===== config.mk =====
export PLATFORM = sky130hd
export DESIGN_NAME = ouc_prot
export DESIGN_NICKNAME = d
export VERILOG_FILES = /design/src/ouc_pkg.sv /design/src/ouc_apb.sv /design/src/ouc_delay.sv /design/src/ouc_prot.sv
export SDC_FILE = /design/constraint.sdc
export NUM_CORES = 1
export LEC_CHECK = 0
export ABC_CLOCK_PERIOD_IN_PS = 2700
export BUFFER_PORTS_ARGS = -buffer_cell sky130_fd_sc_hd__buf_4
export CELL_PAD_IN_SITES_DETAIL_PLACEMENT = 0
export CELL_PAD_IN_SITES_GLOBAL_PLACEMENT = 1
export CORE_MARGIN = 2
export CORE_UTILIZATION = 45
export CTS_CLUSTER_DIAMETER = 100
export CTS_CLUSTER_SIZE = 25
export DETAILED_ROUTE_END_ITERATION = 16
export PLACE_DENSITY = 0.88
export SLEW_MARGIN = 20
export SYNTH_ARGS = -nofsm -noshare
export SYNTH_HDL_FRONTEND = slang
export SYNTH_SLANG_ARGS = --single-unit
export TNS_END_PERCENT = 100

===== constraint.sdc =====
create_clock -name clk_sys -period 2.7 [get_ports clk_sys]
set_input_delay 0.675 -clock clk_sys [delete_from_list [all_inputs] [get_ports clk_sys]]
set_output_delay 0.675 -clock clk_sys [all_outputs]
set_load 0.02 [all_outputs]

===== src/ouc_pkg.sv =====
// Overview of operation
// - Over-current level: off or 50 to 800 percent.
// - Current above level raises over-current alarm, relay.
// - Over-current persisting past delay trips, drops fault relay.
// - Over-current trip armed only in permitted run states.
// - Relay may follow over-current alarm condition.
// - Over-current delay off or 0.1 to 90.0 seconds.
// - Delay off: no trip, relay held while over.
// - Under-current level: off or 5 to 100 percent.
// - Current below level raises under-current alarm, relay.
// - Under-current persisting past delay trips, drops fault relay.
// - Under-current trip armed only in permitted run states.
// - Relay may follow under-current alarm condition.
// - Under-current delay off or 0.1 to 90.0 seconds.
// - Delay off: no trip, relay held while under.
package ouc_pkg;
   // System clock rate in hertz.
   localparam int unsigned CLK_HZ = 10_000_000;
   // Delay settings are in tenths of a second; one tick lasts 100 ms.
   localparam int unsigned TICK_MS = 100;
   // Clock cycles per tenth-second tick, derived from the rate.
   localparam int unsigned TICK_CYCLES = CLK_HZ / 1000 * TICK_MS;
   // Level setting: percent of full load current, zero means off.
   localparam logic [9:0] OC_LVL_MIN = 10'h032;
   localparam logic [9:0] OC_LVL_MAX = 10'h320;
   localparam logic [9:0] UC_LVL_MIN = 10'h005;
   localparam logic [9:0] UC_LVL_MAX = 10'h064;
   // Delay setting in tenths of a second, zero means off.
   localparam logic [9:0] DLY_MIN = 10'h001;
   localparam logic [9:0] DLY_MAX = 10'h384;
   // Reset values of settings.
   localparam logic [9:0] LVL_RST = 10'h000;
   localparam logic [9:0] DLY_RST = 10'h001;
   // Fault codes reported on trip.
   localparam logic [7:0] FAULT_NONE = 8'h00;
   localparam logic [7:0] OVERCURRENT_TRIP_CODE = 8'h1F;
   localparam logic [7:0] UNDERCURRENT_TRIP_CODE = 8'h22;
   // APB register byte addresses.
   localparam logic [7:0] ADDR_CTRL = 8'h00;
   localparam logic [7:0] ADDR_OC_LVL = 8'h04;
   localparam logic [7:0] ADDR_OC_DLY = 8'h08;
   localparam logic [7:0] ADDR_UC_LVL = 8'h0C;
   localparam logic [7:0] ADDR_UC_DLY = 8'h10;
   localparam logic [7:0] ADDR_STATUS = 8'h14;
   localparam logic [7:0] ADDR_IRQ_STAT = 8'h18;
   localparam logic [7:0] ADDR_IRQ_MASK = 8'h1C;
   // Control register bits.
   localparam int CTRL_OC_RELAY = 0;
   localparam int CTRL_UC_RELAY = 1;
   localparam int CTRL_FAULT_CLR = 2;
   // Interrupt status bits.
   localparam int IRQ_OC_ALARM = 0;
   localparam int IRQ_UC_ALARM = 1;
   localparam int IRQ_OC_TRIP = 2;
   localparam int IRQ_UC_TRIP = 3;
   localparam int IRQ_W = 4;
   // Width of the current measurement in percent of full load.
   localparam int CUR_W = 12;
   // Motor run states the measurement side reports.
   typedef enum logic [2:0]
   {
      OUC_ST_STOPPED,
      OUC_ST_STARTING,
      OUC_ST_UP_TO_SPEED,
      OUC_ST_ENERGY_SAVER,
      OUC_ST_CUR_FOLLOWER,
      OUC_ST_PHASE_CTRL,
      OUC_ST_STOPPING
   } ouc_run_t;
endpackage


===== src/ouc_apb.sv =====
`timescale 1ns/1ps
`default_nettype none
// APB slave holding settings, relay assignment and interrupt registers.
module ouc_apb
   import ouc_pkg::*;
(
   // Clock and reset.
   input wire logic clk_sys,
   input wire logic nrst,
   input wire logic ce,
   // APB.
   input wire logic psel,
   input wire logic penable,
   input wire logic pwrite,
   input wire logic [7:0] paddr,
   input wire logic [31:0] pwdata,
   output logic [31:0] prdata,
   output logic pready,
   output logic pslverr,
   // Settings to the protection core.
   output logic [9:0] oc_lvl,
   output logic [9:0] oc_dly,
   output logic [9:0] uc_lvl,
   output logic [9:0] uc_dly,
   output logic oc_relay_en,
   output logic uc_relay_en,
   output logic fault_clr,
   // State from the protection core.
   input wire logic [IRQ_W-1:0] events,
   input wire logic [IRQ_W-1:0] live,
   input wire logic [7:0] fault_code,
   output logic irq
);
   // Whole register state.
   typedef struct packed
   {
      logic [9:0] oc_lvl;
      logic [9:0] oc_dly;
      logic [9:0] uc_lvl;
      logic [9:0] uc_dly;
      logic [1:0] relay;
      logic clr;
      logic [IRQ_W-1:0] stat;
      logic [IRQ_W-1:0] mask;
      logic [31:0] rdata;
      logic err;
      logic rdy;
   } ouc_regs_t;
   ouc_regs_t s_reg;
   ouc_regs_t s_next;
   // First access cycle, in which the answer is prepared.
   logic pre;
   logic acc;
   logic bad_wr;

   // Decode, write, read and sticky status.
   always_comb
   begin
      s_next = s_reg;
      s_next.clr = 1'b0;
      // The answer is registered in the first access cycle; the second completes.
      pre = psel && penable && !s_reg.rdy;
      acc = psel && penable && s_reg.rdy;
      bad_wr = 1'b0;
      if (psel && penable && pwrite)
      begin
         if (paddr == ADDR_CTRL)
         begin
            s_next.relay = pwdata[1:0];
            s_next.clr = pwdata[CTRL_FAULT_CLR];
         end
         else if (paddr == ADDR_OC_LVL)
         begin
            // Out-of-range levels are refused.
            if (pwdata[31:10] == '0 && (pwdata[9:0] == 10'h000
                || (pwdata[9:0] >= OC_LVL_MIN && pwdata[9:0] <= OC_LVL_MAX)))
               s_next.oc_lvl = pwdata[9:0];
            else
               bad_wr = 1'b1;
         end
         else if (paddr == ADDR_OC_DLY)
         begin
            if (pwdata[31:10] == '0 && pwdata[9:0] <= DLY_MAX)
               s_next.oc_dly = pwdata[9:0];
            else
               bad_wr = 1'b1;
         end
         else if (paddr == ADDR_UC_LVL)
         begin
            if (pwdata[31:10] == '0 && (pwdata[9:0] == 10'h000
                || (pwdata[9:0] >= UC_LVL_MIN && pwdata[9:0] <= UC_LVL_MAX)))
               s_next.uc_lvl = pwdata[9:0];
            else
               bad_wr = 1'b1;
         end
         else if (paddr == ADDR_UC_DLY)
         begin
            if (pwdata[31:10] == '0 && pwdata[9:0] <= DLY_MAX)
               s_next.uc_dly = pwdata[9:0];
            else
               bad_wr = 1'b1;
         end
         else if (paddr == ADDR_IRQ_STAT)
         begin
            s_next.stat = s_reg.stat & ~pwdata[IRQ_W-1:0];
         end
         else if (paddr == ADDR_IRQ_MASK)
         begin
            s_next.mask = pwdata[IRQ_W-1:0];
         end
         else if (paddr != ADDR_STATUS)
         begin
            bad_wr = 1'b1;
         end
      end
      // Settings and clears take effect only at the completing edge.
      if (!acc)
      begin
         s_next = s_reg;
         s_next.clr = 1'b0;
      end
      // The wait state lets the registered answer stand while pready is high.
      s_next.rdy = pre;
      // New events win over a clear in the same cycle.
      s_next.stat = s_next.stat | events;
      s_next.err = pre && bad_wr;
      s_next.rdata = '0;
      if (pre && !pwrite)
      begin
         if (paddr == ADDR_CTRL)
            s_next.rdata = {30'h0, s_reg.relay};
         else if (paddr == ADDR_OC_LVL)
            s_next.rdata = {22'h0, s_reg.oc_lvl};
         else if (paddr == ADDR_OC_DLY)
            s_next.rdata = {22'h0, s_reg.oc_dly};
         else if (paddr == ADDR_UC_LVL)
            s_next.rdata = {22'h0, s_reg.uc_lvl};
         else if (paddr == ADDR_UC_DLY)
            s_next.rdata = {22'h0, s_reg.uc_dly};
         else if (paddr == ADDR_STATUS)
            s_next.rdata = {20'h0, fault_code, live};
         else if (paddr == ADDR_IRQ_STAT)
            s_next.rdata = {28'h0, s_reg.stat};
         else if (paddr == ADDR_IRQ_MASK)
            s_next.rdata = {28'h0, s_reg.mask};
         else
            s_next.err = 1'b1;
      end
   end

   // Register state; settings reset to off levels and minimum delays.
   always_ff @(posedge clk_sys or negedge nrst)
   begin
      if (!nrst)
      begin
         s_reg <= '0;
         s_reg.oc_lvl <= LVL_RST;
         s_reg.uc_lvl <= LVL_RST;
         s_reg.oc_dly <= DLY_RST;
         s_reg.uc_dly <= DLY_RST;
      end
      else if (ce)
      begin
         s_reg <= s_next;
      end
   end

   // One wait state: pready rises in the second access cycle.
   assign pready = s_reg.rdy;
   assign prdata = s_reg.rdata;
   assign pslverr = s_reg.err;
   assign oc_lvl = s_reg.oc_lvl;
   assign oc_dly = s_reg.oc_dly;
   assign uc_lvl = s_reg.uc_lvl;
   assign uc_dly = s_reg.uc_dly;
   assign oc_relay_en = s_reg.relay[CTRL_OC_RELAY];
   assign uc_relay_en = s_reg.relay[CTRL_UC_RELAY];
   assign fault_clr = s_reg.clr;
   assign irq = |(s_reg.stat & s_reg.mask);
endmodule // ouc_apb
`default_nettype wire


===== src/ouc_delay.sv =====
`timescale 1ns/1ps
`default_nettype none
// Persistence timer: counts tenth-second ticks while the condition holds.
module ouc_delay
   import ouc_pkg::*;
(
   // Clock and reset.
   input wire logic clk_sys,
   input wire logic nrst,
   input wire logic ce,
   // Timing base and condition.
   input wire logic tick,
   input wire logic cond,
   input wire logic [9:0] delay,
   // Expiry level.
   output logic expired
);
   // Whole state of the timer.
   typedef struct packed
   {
      logic [9:0] count;
      logic done;
   } ouc_dly_t;
   ouc_dly_t s_reg;
   ouc_dly_t s_next;

   // Next state: counting, clearing and expiry.
   always_comb
   begin
      s_next = s_reg;
      if (!cond || delay == 10'h000)
      begin
         // Condition gone or delay off clears the timer.
         s_next.count = 10'h000;
         s_next.done = 1'b0;
      end
      else if (tick && !s_reg.done)
      begin
         // One more tenth of a second of persistence.
         s_next.count = s_reg.count + 10'h001;
         if (s_reg.count + 10'h001 >= delay)
         begin
            s_next.done = 1'b1;
         end
      end
   end

   // State register.
   always_ff @(posedge clk_sys or negedge nrst)
   begin
      if (!nrst)
      begin
         s_reg <= '0;
      end
      else if (ce)
      begin
         s_reg <= s_next;
      end
   end

   assign expired = s_reg.done;
endmodule // ouc_delay
`default_nettype wire


===== src/ouc_prot.sv =====
// Local design decisions: the placing of the registers and the APB interface to the registers.
`timescale 1ns/1ps
`default_nettype none
// Over- and under-current protection with alarms, relays and trips.
module ouc_prot
   import ouc_pkg::*;
#(
   // Clock cycles per tenth-second delay tick.
   parameter int unsigned TICK_DIV = TICK_CYCLES
)
(
   // Clock, reset and clock enable.
   input wire logic clk_sys,
   input wire logic nrst,
   input wire logic ce,
   // APB slave.
   input wire logic psel,
   input wire logic penable,
   input wire logic pwrite,
   input wire logic [7:0] paddr,
   input wire logic [31:0] pwdata,
   output logic [31:0] prdata,
   output logic pready,
   output logic pslverr,
   // Measurement front end, same clock domain.
   input wire logic [CUR_W-1:0] cycle_current,
   input wire logic cycle_valid,
   input wire logic [2:0] run_state,
   // Relays and indication.
   output logic oc_alarm,
   output logic uc_alarm,
   output logic oc_relay,
   output logic uc_relay,
   output logic fault_relay,
   output logic [7:0] fault_code,
   output logic irq
);
   // Whole state of the core.
   typedef struct packed
   {
      logic [23:0] tick_cnt;
      logic tick;
      logic oc;
      logic uc;
      logic tripped;
      logic [7:0] code;
      logic [IRQ_W-1:0] ev;
   } ouc_core_t;
   ouc_core_t s_reg;
   ouc_core_t s_next;
   logic [9:0] oc_lvl;
   logic [9:0] oc_dly;
   logic [9:0] uc_lvl;
   logic [9:0] uc_dly;
   logic oc_relay_en;
   logic uc_relay_en;
   logic fault_clr;
   logic oc_exp;
   logic uc_exp;
   logic armed;
   logic [IRQ_W-1:0] live;

   // Register block.
   ouc_apb u_apb
   (
      .clk_sys(clk_sys),
      .nrst(nrst),
      .ce(ce),
      .psel(psel),
      .penable(penable),
      .pwrite(pwrite),
      .paddr(paddr),
      .pwdata(pwdata),
      .prdata(prdata),
      .pready(pready),
      .pslverr(pslverr),
      .oc_lvl(oc_lvl),
      .oc_dly(oc_dly),
      .uc_lvl(uc_lvl),
      .uc_dly(uc_dly),
      .oc_relay_en(oc_relay_en),
      .uc_relay_en(uc_relay_en),
      .fault_clr(fault_clr),
      .events(s_reg.ev),
      .live(live),
      .fault_code(s_reg.code),
      .irq(irq)
   );

   // Over-current persistence timer.
   ouc_delay u_oc_dly
   (
      .clk_sys(clk_sys),
      .nrst(nrst),
      .ce(ce),
      .tick(s_reg.tick),
      .cond(s_reg.oc),
      .delay(oc_dly),
      .expired(oc_exp)
   );

   // Under-current persistence timer.
   ouc_delay u_uc_dly
   (
      .clk_sys(clk_sys),
      .nrst(nrst),
      .ce(ce),
      .tick(s_reg.tick),
      .cond(s_reg.uc),
      .delay(uc_dly),
      .expired(uc_exp)
   );

   // Trips are armed only in the steady run states.
   always_comb
   begin
      case (ouc_run_t'(run_state))
         OUC_ST_UP_TO_SPEED: armed = 1'b1;
         OUC_ST_ENERGY_SAVER: armed = 1'b1;
         OUC_ST_CUR_FOLLOWER: armed = 1'b1;
         OUC_ST_PHASE_CTRL: armed = 1'b1;
         default: armed = 1'b0;
      endcase
   end

   // Tick generation, level compare per cycle and trip latch.
   always_comb
   begin
      s_next = s_reg;
      s_next.ev = '0;
      // A tenth-second tick from the system clock.
      if (s_reg.tick_cnt == 24'(TICK_DIV - 1))
      begin
         s_next.tick_cnt = '0;
         s_next.tick = 1'b1;
      end
      else
      begin
         s_next.tick_cnt = s_reg.tick_cnt + 24'h000001;
         s_next.tick = 1'b0;
      end
      // Each cycle's average is compared; an off level raises nothing.
      if (cycle_valid)
      begin
         s_next.oc = (oc_lvl != 10'h000) && (cycle_current > {2'b00, oc_lvl});
         s_next.uc = (uc_lvl != 10'h000) && (cycle_current < {2'b00, uc_lvl});
      end
      if (oc_lvl == 10'h000)
         s_next.oc = 1'b0;
      if (uc_lvl == 10'h000)
         s_next.uc = 1'b0;
      // Alarm onsets are reported as events.
      s_next.ev[IRQ_OC_ALARM] = s_next.oc && !s_reg.oc;
      s_next.ev[IRQ_UC_ALARM] = s_next.uc && !s_reg.uc;
      // First trip latches until software clears it; a new trip wins over a clear.
      if (!s_reg.tripped && armed && oc_exp && s_reg.oc)
      begin
         s_next.tripped = 1'b1;
         s_next.code = OVERCURRENT_TRIP_CODE;
         s_next.ev[IRQ_OC_TRIP] = 1'b1;
      end
      else if (!s_reg.tripped && armed && uc_exp && s_reg.uc)
      begin
         s_next.tripped = 1'b1;
         s_next.code = UNDERCURRENT_TRIP_CODE;
         s_next.ev[IRQ_UC_TRIP] = 1'b1;
      end
      else if (fault_clr)
      begin
         s_next.tripped = 1'b0;
         s_next.code = FAULT_NONE;
      end
   end

   // Core state register.
   always_ff @(posedge clk_sys or negedge nrst)
   begin
      if (!nrst)
      begin
         s_reg <= '0;
      end
      else if (ce)
      begin
         s_reg <= s_next;
      end
   end

   assign live = {s_reg.tripped && s_reg.code == UNDERCURRENT_TRIP_CODE,
                  s_reg.tripped && s_reg.code == OVERCURRENT_TRIP_CODE,
                  s_reg.uc, s_reg.oc};
   assign oc_alarm = s_reg.oc;
   assign uc_alarm = s_reg.uc;
   // Assigned relays follow the alarm, held while the delay is off.
   assign oc_relay = oc_relay_en && s_reg.oc;
   assign uc_relay = uc_relay_en && s_reg.uc;
   // Fault relay is energized while healthy and drops on a trip.
   assign fault_relay = !s_reg.tripped;
   assign fault_code = s_reg.code;
endmodule // ouc_prot
`default_nettype wire


# Word level (Yosys, flattened, before mapping)
# Index checks and enable logic that the tools add are counted.
[classes]
add_sub_neg = 3
multipliers = 0
div = 0
n_lt_le_gt_ge = 9
n_eq_ne = 15
n_shift = 0
n_mux = 57
bitwise = 10
n_reduce_logical = 64
[op_table]
columns = ["cell", "count"]
rows = [
  ["$mux 32", 7],
  ["$logic_not 10->1", 5],
  ["$mux 11", 4],
  ["$mux 43", 1],
  ["$eq 8x5->1 const B", 5],
  ["$mux 8", 5],
  ["$mux 9", 4],
  ["$mux 33", 1],
  ["$mux 1", 29],
  ["$logic_and 1x1->1", 26],
  ["$mux 25", 1],
  ["$add 24x1->24 const B", 1],
  ["$eq 24x20->1 const B", 1],
  ["$logic_not 22->1", 1],
  ["$add 10x1->10 const B", 2],
  ["$ge 10x10->1", 2],
  ["$le 10x10->1 const B", 2],
  ["$reduce_bool 10->1", 2],
  ["$eq 8x4->1 const B", 2],
  ["$mux 4", 4],
  ["$gt 12x10->1", 1],
  ["$lt 12x10->1", 1],
  ["$ge 10x3->1 const B", 1],
  ["$ge 10x6->1 const B", 1],
  ["25 further kinds", 49],
]
[word_totals]
reg_bits = 147
latchBits = 0
ramBits = 0
romBits = 0
inputBits = 62
out_inout_bits = 48
wordCells = 180
memories = 0

# Logic depth before layout (Yosys ltp)
# Gate-level depths: netlist (run 1).
[logic_depth]
depth_word = 20
mapped_depth = 9
depth_no_buf = 9

# Cells and area by module
# A second synthesis (run 1) with hierarchy kept.
[hier_totals]
hier_cells = 801
area_unflattened_um2 = 8005.2
[by_module_without_submodules]
columns = ["module", "instances", "cells_per_inst", "area_each_um2", "seq_area_each_um2"]
rows = [
  ["ouc_apb", 1, 384, 4028.9, 1629.1],
  ["ouc_prot", 1, 229, 2189.6, 850.8],
  ["ouc_delay", 2, 94, 893.4, 275.3],
]

# Least setup slack after synthesis (run 1)
# OpenSTA, ideal clock, no wires.
[synth_path]
path_kind = "in2reg"
start = "input paddr[1]"
end = "register u_apb.s_reg[34] (netlist name)"
setup_time_ns = 0.125
t_arrival_ns = 2.461
required_time_ns = 2.575
path_slack_ns = 0.114
cell_stages = 6
n_path_buf = 2
cell_sequence = "or4_4 > or2_0 > buf_2 > or4_1 > buf_2 > mux2_4"
[synth_between]
elab_chain_cells = 3
word_cells_on_any_way = 14
cone_classes = "6 x eq/ne; 6 x bitwise; 2 x reduce/logical"
[synth_rtl]
columns = ["item", "line", "source"]
rows = [
  ["start: declaration", "ouc_prot.sv:20", "input wire logic [7:0] paddr,"],
  ["$eq 8x4->1 (tied with other cells)", "ouc_apb.sv:81", "else if (paddr == ADDR_OC_DLY)"],
  ["$not 1->1 (no source line)", "n/a", ""],
  ["$reduce_and 10->1 (no source line) (*)", "n/a", ""],
  ["end signal: assignment", "ouc_apb.sv:164", "s_reg <= s_next;"],
  ["end: declaration", "ouc_apb.sv:49", "ouc_regs_t s_reg;"],
]
# Every way passes the cells marked *; elsewhere a longest branch is shown, timed or not.
# A chain may end at the register's enable or synchronous reset.

# Worst setup path in the final report (run 1)
[layout_path]
start = "input paddr[1]"
end = "register, netlist name u_apb.oc_lvl[9]"
[layout_between]
elab_chain_cells = 3
word_cells_on_any_way = 4
cone_classes = "1 x eq/ne; 1 x bitwise; 2 x reduce/logical"
[layout_rtl]
columns = ["item", "line", "source"]
rows = [
  ["$logic_not 8->1", "ouc_apb.sv:67", "if (paddr == ADDR_CTRL)"],
  ["$not 1->1 (no source line)", "n/a", ""],
  ["$reduce_and 6->1 (no source line) (*)", "n/a", ""],
]
# Marks and branches as above.

==> results.sh, run 1 <==
export IMPL_status="finished, final reports clean"
export IMPL_rsz0062_at_grt="no"
export IMPL_synth_warnings=0
export IMPL_drt_iter0_drc=438
export IMPL_layout_commonest_cell="dfrtp_1"
export IMPL_slew_viol_final=0
export IMPL_n_antenna_cell=0
export IMPL_r2r_start="u_uc_dly.s_reg[1]"
export IMPL_relSlewSlack_pct=50.3
export IMPL_synthXorXnorAreaFrac_pct=4.50
export IMPL_hp_class="in2async"
export IMPL_cp_start_kind="primary input"
export IMPL_endpoint_kind="flip-flop"
export IMPL_largest_reg_flops=29
export IMPL_drive_above_1_share_pct=23.8
export IMPL_synth_seq_cells=119
export IMPL_vias=6097
export IMPL_peakVddDrop_uv=397
export IMPL_synth_main_ff_cell="dfrtp_1"
export IMPL_cts_buffers=17
export IMPL_htreeDepth=4
export IMPL_synth_compound_area_share_pct=16.4
export IMPL_hpwl_microns=14500
export IMPL_layout_cells_non_filler=1082
export IMPL_drv_cap=0
export IMPL_hold_viol=0
export IMPL_cts_clk_slew_worst_paths_ns=0.06
export IMPL_via_per_inst=5.63
export IMPL_placed_area_sq_um=8240
export IMPL_fin_nets=957
export IMPL_synth_seq_area_share_pct=40.3
export IMPL_yosys_area_share_simple_pct=15.4
export IMPL_start_util_pct=46.3
export IMPL_syn_area_sq_um=7400
export IMPL_area_growth_pct=19.5
export IMPL_post_route_period_util_pct=88.0
export IMPL_cts_tree="built"
export IMPL_cts_repair_resized=0
export IMPL_dp_cells=1050
export IMPL_die_h_microns=132
export IMPL_p_leak_nw=4.28
export IMPL_drt_wl_total_microns=19600
export IMPL_clk_path_buf_depth=2
export IMPL_cp_max_fo=10
export IMPL_grt_use_total_pct=22.9
export IMPL_gp_congestion=0.928
export IMPL_drtPass1Iterations=9
export IMPL_synth_top_family_by_area="compound AO/OA/AOI/OAI gates"
export IMPL_tns_ns=0
export IMPL_synthAdderAreaFrac_pct=7.10
export IMPL_cts_hold_buf=0
export IMPL_grt_max_degree=120
export IMPL_row_count=46
export IMPL_powerDensity_nw_per_um2=530
export IMPL_required_ns=3.00
export IMPL_synthMuxAreaShare_pct=8.20
export IMPL_drc_errors=0
export IMPL_chipWidth_microns=132
export IMPL_worstSetupPathType="in2reg"
export IMPL_p_total_mw=4.69
export IMPL_grt_overflow=0
export IMPL_synth_edf_count=0
export IMPL_fin_crit_ns=2.38
export IMPL_fin_area_sq_um=8840
export IMPL_setup_viol=0
export IMPL_io_pins=110
export IMPL_critPathLaunch="paddr[1]"
export IMPL_final_util_pct=55.3
export IMPL_r2r_end="u_uc_dly.expired"
export IMPL_cp_arrival_ns=2.68
export IMPL_ant_nets=0
export IMPL_pre_cts_ws_ns=-0.0921
export IMPL_clk_latency_ns=0.42
export IMPL_worst_slew_pin_slew_ns=0.740
export IMPL_cts_num_sinks=119
export IMPL_ff2ff_setup_slack_ns=0.33
export IMPL_syn_inst=760
export IMPL_port_buffers=84
export IMPL_die_area_sq_um=17500
export IMPL_wl_per_cell_microns=18.1
export IMPL_synth_distinct_cells=71
export IMPL_antenna_found_initial=0
export IMPL_fmax_mhz=421
export IMPL_r2r_cells=9
export IMPL_syn_mean_instance_area_sq_um=9.74
export IMPL_root_buffer="clkbuf_16"
export IMPL_grt_pass1_vias=5978
export IMPL_finalClockSkew_ns=0.00523
export IMPL_post_cts_buffers=0
export IMPL_cp_endpoint="u_apb.oc_lvl[9]"
export IMPL_final_cell_mix="dfrtp_1 (117), buf_4 (113), inv_1 (55)"
export IMPL_core_sq_um=16000
export IMPL_fin_ws_ns=0.325
export IMPL_holdWs_ns=0.302
export IMPL_synthArstFlopShare_pct=100
export IMPL_grt_pass1_wl_microns=31600
export IMPL_fill_cells=1448
[synth_stat cells, types with 16 or more instances]
master	n	share of area (%)
mux2_2	37	5.6
nor2_1	50	2.5
a22o_1	20	2.4
clkbuf_1	18	0.91
ha_1	42	7.1
dfrtp_1	117	40
xor2_1	16	1.9
o21ai_0	26	1.8
xnor2_1	22	2.6
nand3_1	23	1.6
nand2_1	53	2.7
buf_4	40	4.1
inv_1	55	2.8
a21oi_1	36	2.4
[final cells by class]
class / count / area (sq um) / share of cell area, %
multi-input combinational: 545 / 3910 / 44.2
clock inverter: 13 / 154 / 1.74
inverter: 56 / 210 / 2.38
tap: 216 / 270 / 3.06
clock buffer: 19 / 453 / 5.12
sequential: 119 / 2980 / 33.7
timing repair buffer: 114 / 868 / 9.82
[metal layers]
layer / GRT usage [%] / share of wire (%)
met5: 0 / 0
met4: 7.35 / 2.4
met3: 6.04 / 6.2
met2: 35.7 / 45
met1: 31.2 / 46
[worst max-delay path, stage by stage]
cell and delay (ns):
buf_4 0.11, or4_4 0.57, or3_4 0.38, a2111oi_4 0.44, nand2_4 0.18, mux2_4 0.33
[worst min-delay path by stage]
stage                    endpoint  slack, ns  startpoint  depth (start not counted)
detailed placement      s_reg[39]       0.47   s_reg[39]                          1
floorplan           fault_code[1]       0.38        nrst                          0
global placement        s_reg[39]       0.45   s_reg[39]                          1
CTS                     s_reg[24]       0.38        nrst                          2
global route            s_reg[24]       0.38        nrst                          2
finish                  s_reg[23]       0.30        nrst                          2
[kinds of logic after synthesis]
logic type / count (synthesis)
multiplexers: 54
AO/OA/AOI/OAI: 168
adder cells (fa/ha/maj): 42
AND/OR/NAND/NOR: 219
XOR/XNOR: 38
other: 1
buffers and inverters: 119
flip-flops: 119
[report_power, final]
| group | total, mW | leakage [nW] | internal [mW] | switching, mW |
|---|---|---|---|---|
| clock | 2.32 | 0.291 | 1.49 | 0.832 |
| combinational | 0.471 | 2.41 | 0.188 | 0.283 |
| sequential | 1.89 | 1.58 | 1.83 | 0.0604 |
Power figures use the tool's default switching activity.
==> run 2: changes to the inputs <==
--- a/config.mk
+++ b/config.mk
@@ -19,4 +19,4 @@
 export SYNTH_ARGS = -nofsm -noshare
 export SYNTH_HDL_FRONTEND = slang
 export SYNTH_SLANG_ARGS = --single-unit
-export TNS_END_PERCENT = 100
+export TNS_END_PERCENT = 20
==> constraint.sdc (replaced) <==
create_clock -name clk_sys -period 2.7 [get_ports clk_sys]
set_input_delay 0.27 -clock clk_sys [delete_from_list [all_inputs] [get_ports clk_sys]]
set_output_delay 0.27 -clock clk_sys [all_outputs]
set_load 0.02 [all_outputs]
==> results.sh, run 2 (same netlist as run 1, synthesis figures left out) <==
export IMPL_die_h_microns=132
export IMPL_io_pins=110
export IMPL_busiest_layer="met2"
export IMPL_port_buffers=84
export IMPL_p_switching_mw=1.12
export IMPL_fin_crit_ns=2.42
export IMPL_core_sq_um=16000
export IMPL_cts_tree="built"
export IMPL_post_route_period_util_pct=89.5
export IMPL_met1_usage_pct=30.3
export IMPL_drt_wl_total_microns=19000
export IMPL_powerDensity_nw_per_um2=543
export IMPL_root_buffer="clkbuf_16"
export IMPL_fin_ws_ns=0.284
export IMPL_p_seq_share_pct=39.9
export IMPL_via_per_inst=5.68
export IMPL_ant_nets=0
export IMPL_drive_above_1_share_pct=22.3
export IMPL_grt_use_total_pct=22.2
export IMPL_fill_cells=1463
export IMPL_n_antenna_cell=0
export IMPL_clk_latency_ns=0.42
export IMPL_power_share_clock_pct=50.6
export IMPL_use_met2_pct=33.9
export IMPL_grt_pass1_vias=5709
export IMPL_peakVddDrop_uv=425
export IMPL_final_cell_mix="dfrtp_1 (117), buf_4 (101), inv_1 (55)"
export IMPL_hp_class="in2reg"
export IMPL_layout_commonest_cell="dfrtp_1"
export IMPL_slew_viol_final=0
export IMPL_relSlewSlack_pct=47.6
export IMPL_antenna_found_initial=0
export IMPL_chipWidth_microns=132
export IMPL_p_int_mw=3.65
export IMPL_status="finished, final reports clean"
export IMPL_cts_buffers=17
export IMPL_endpoint_kind="flip-flop"
export IMPL_row_count=46
export IMPL_rsz0062_at_grt="no"
export IMPL_worst_slew_pin_slew_ns=0.780
export IMPL_drv_cap=0
export IMPL_cts_repair_resized=0
export IMPL_placed_area_sq_um=8150
export IMPL_drtPass1Iterations=5
export IMPL_p_sw_share_pct=23.5
export IMPL_required_ns=3.00
export IMPL_grt_overflow=0
export IMPL_cp_max_fo=10
export IMPL_start_util_pct=46.3
export IMPL_grt_max_degree=48
export IMPL_htreeDepth=4
export IMPL_hold_viol=0
export IMPL_gr_usage_met3_pct=6.31
export IMPL_pre_cts_ws_ns=0.217
export IMPL_worstSetupPathType="reg2reg"
export IMPL_fin_area_sq_um=8790
export IMPL_clk_path_buf_depth=2
export IMPL_cp_arrival_ns=2.72
export IMPL_drt_iter0_drc=434
export IMPL_die_area_sq_um=17500
export IMPL_p_leak_nw=4.25
export IMPL_finalClockSkew_ns=0.00754
export IMPL_hpwl_microns=14300
export IMPL_cts_clk_slew_worst_paths_ns=0.05
export IMPL_cp_start_kind="flip-flop"
export IMPL_drc_errors=0
export IMPL_p_comb_share_pct=9.5
export IMPL_vias=6088
export IMPL_gp_congestion=0.885
export IMPL_grt_pass1_wl_microns=30400
export IMPL_fmax_mhz=414
export IMPL_regArea_sq_um=2980
export IMPL_tns_ns=0
export IMPL_post_cts_buffers=0
export IMPL_cts_num_sinks=119
export IMPL_largest_reg_flops=29
export IMPL_multi_input_area_sq_um=3910
export IMPL_setup_viol=0
export IMPL_area_growth_pct=18.8
export IMPL_wl_per_cell_microns=17.8
export IMPL_fin_nets=946
-- run 2: cell count changes in the layout (fill, tap and decap cells not counted) --
| cell | before | now |
|---|---|---|
| clkbuf_8 | 2 | 4 |
| clkinv_2 | 5 | 3 |
| dlygate4sd3_1 | 0 | 1 |
| clkbuf_1 | 0 | 3 |
| buf_4 | 113 | 101 |
| bufinv_16 | 3 | 4 |
| clkinvlp_4 | 4 | 1 |
| clkinv_4 | 1 | 0 |
-- run 2: critical path, cell delays in order, from the launching register on --
cell	delay, ns
dfrtp_1	0.39
or4_1	0.55
o41ai_1	0.52
o21ai_1	0.40
a221o_1	0.44
-- run 2: layer usage --
metal	up-vias	wire length, microns
met5	-	0
met2	239	8560
met4	0	442
met3	34	1530
met1	2935	8520
li1	2880	-
-- run 2: worst paths after layout --
path                                endpoint  slack [ns]  cells past startpoint            start
setup / recovery           u_uc_dly.s_reg[8]        0.28                      4  u_apb.uc_dly[7]
hold / removal                 u_apb.pslverr        0.17                      3           pwrite
setup reg to reg           u_uc_dly.s_reg[8]        0.28                      4  u_apb.uc_dly[7]
hold reg to reg                    s_reg[39]        0.46                      1        s_reg[39]
max in group asynchronous    u_apb.oc_dly[0]        1.66                      3             nrst
min in group asynchronous          s_reg[39]        0.33                      2             nrst
-- run 2: power groups by stage --
stage / Sequential [mW] / Clock (mW) / Combinational [mW]
floorplan: 1.92 / 0 / 0.266
global placement: 1.93 / 0 / 0.449
detailed placement: 1.93 / 0 / 0.454
CTS: 1.90 / 2.45 / 0.455
global route: 1.91 / 2.52 / 0.504
finish: 1.90 / 2.42 / 0.455
-- run 2: stage by stage --
stage | total power, mW | utilization [%] | std cells | hold WS, ns
6_report | 4.78 | 54.9 | 1071 | 0.174
4_1_cts | 4.81 | 54.9 | 1071 | 0.160
2_1_floorplan | 2.18 | - | 783 | -0.0256
5_1_grt | 4.94 | 54.9 | 1071 | 0.166
3_5_place_dp | 2.38 | 50.9 | 1038 | 0.230
3_3_place_gp | 2.38 | 50.9 | 1038 | 0.229
-- run 2: timing repair --
| item | CTS | global route |
|---|---|---|
| endpoints found under the setup margin | 0 | 0 |
| hold endpoints to repair | 27 | 0 |
| hold buffers | 1 | 0 |
-- run 2: layout make-up --
type                       count  area share (%)
clock inverter                 8            1.62
timing repair buffer         103            8.97
clock buffer                  24            5.59
tap                          216            3.07
inverter                      56            2.39
multi-input combinational    545            44.4
sequential                   119            33.9
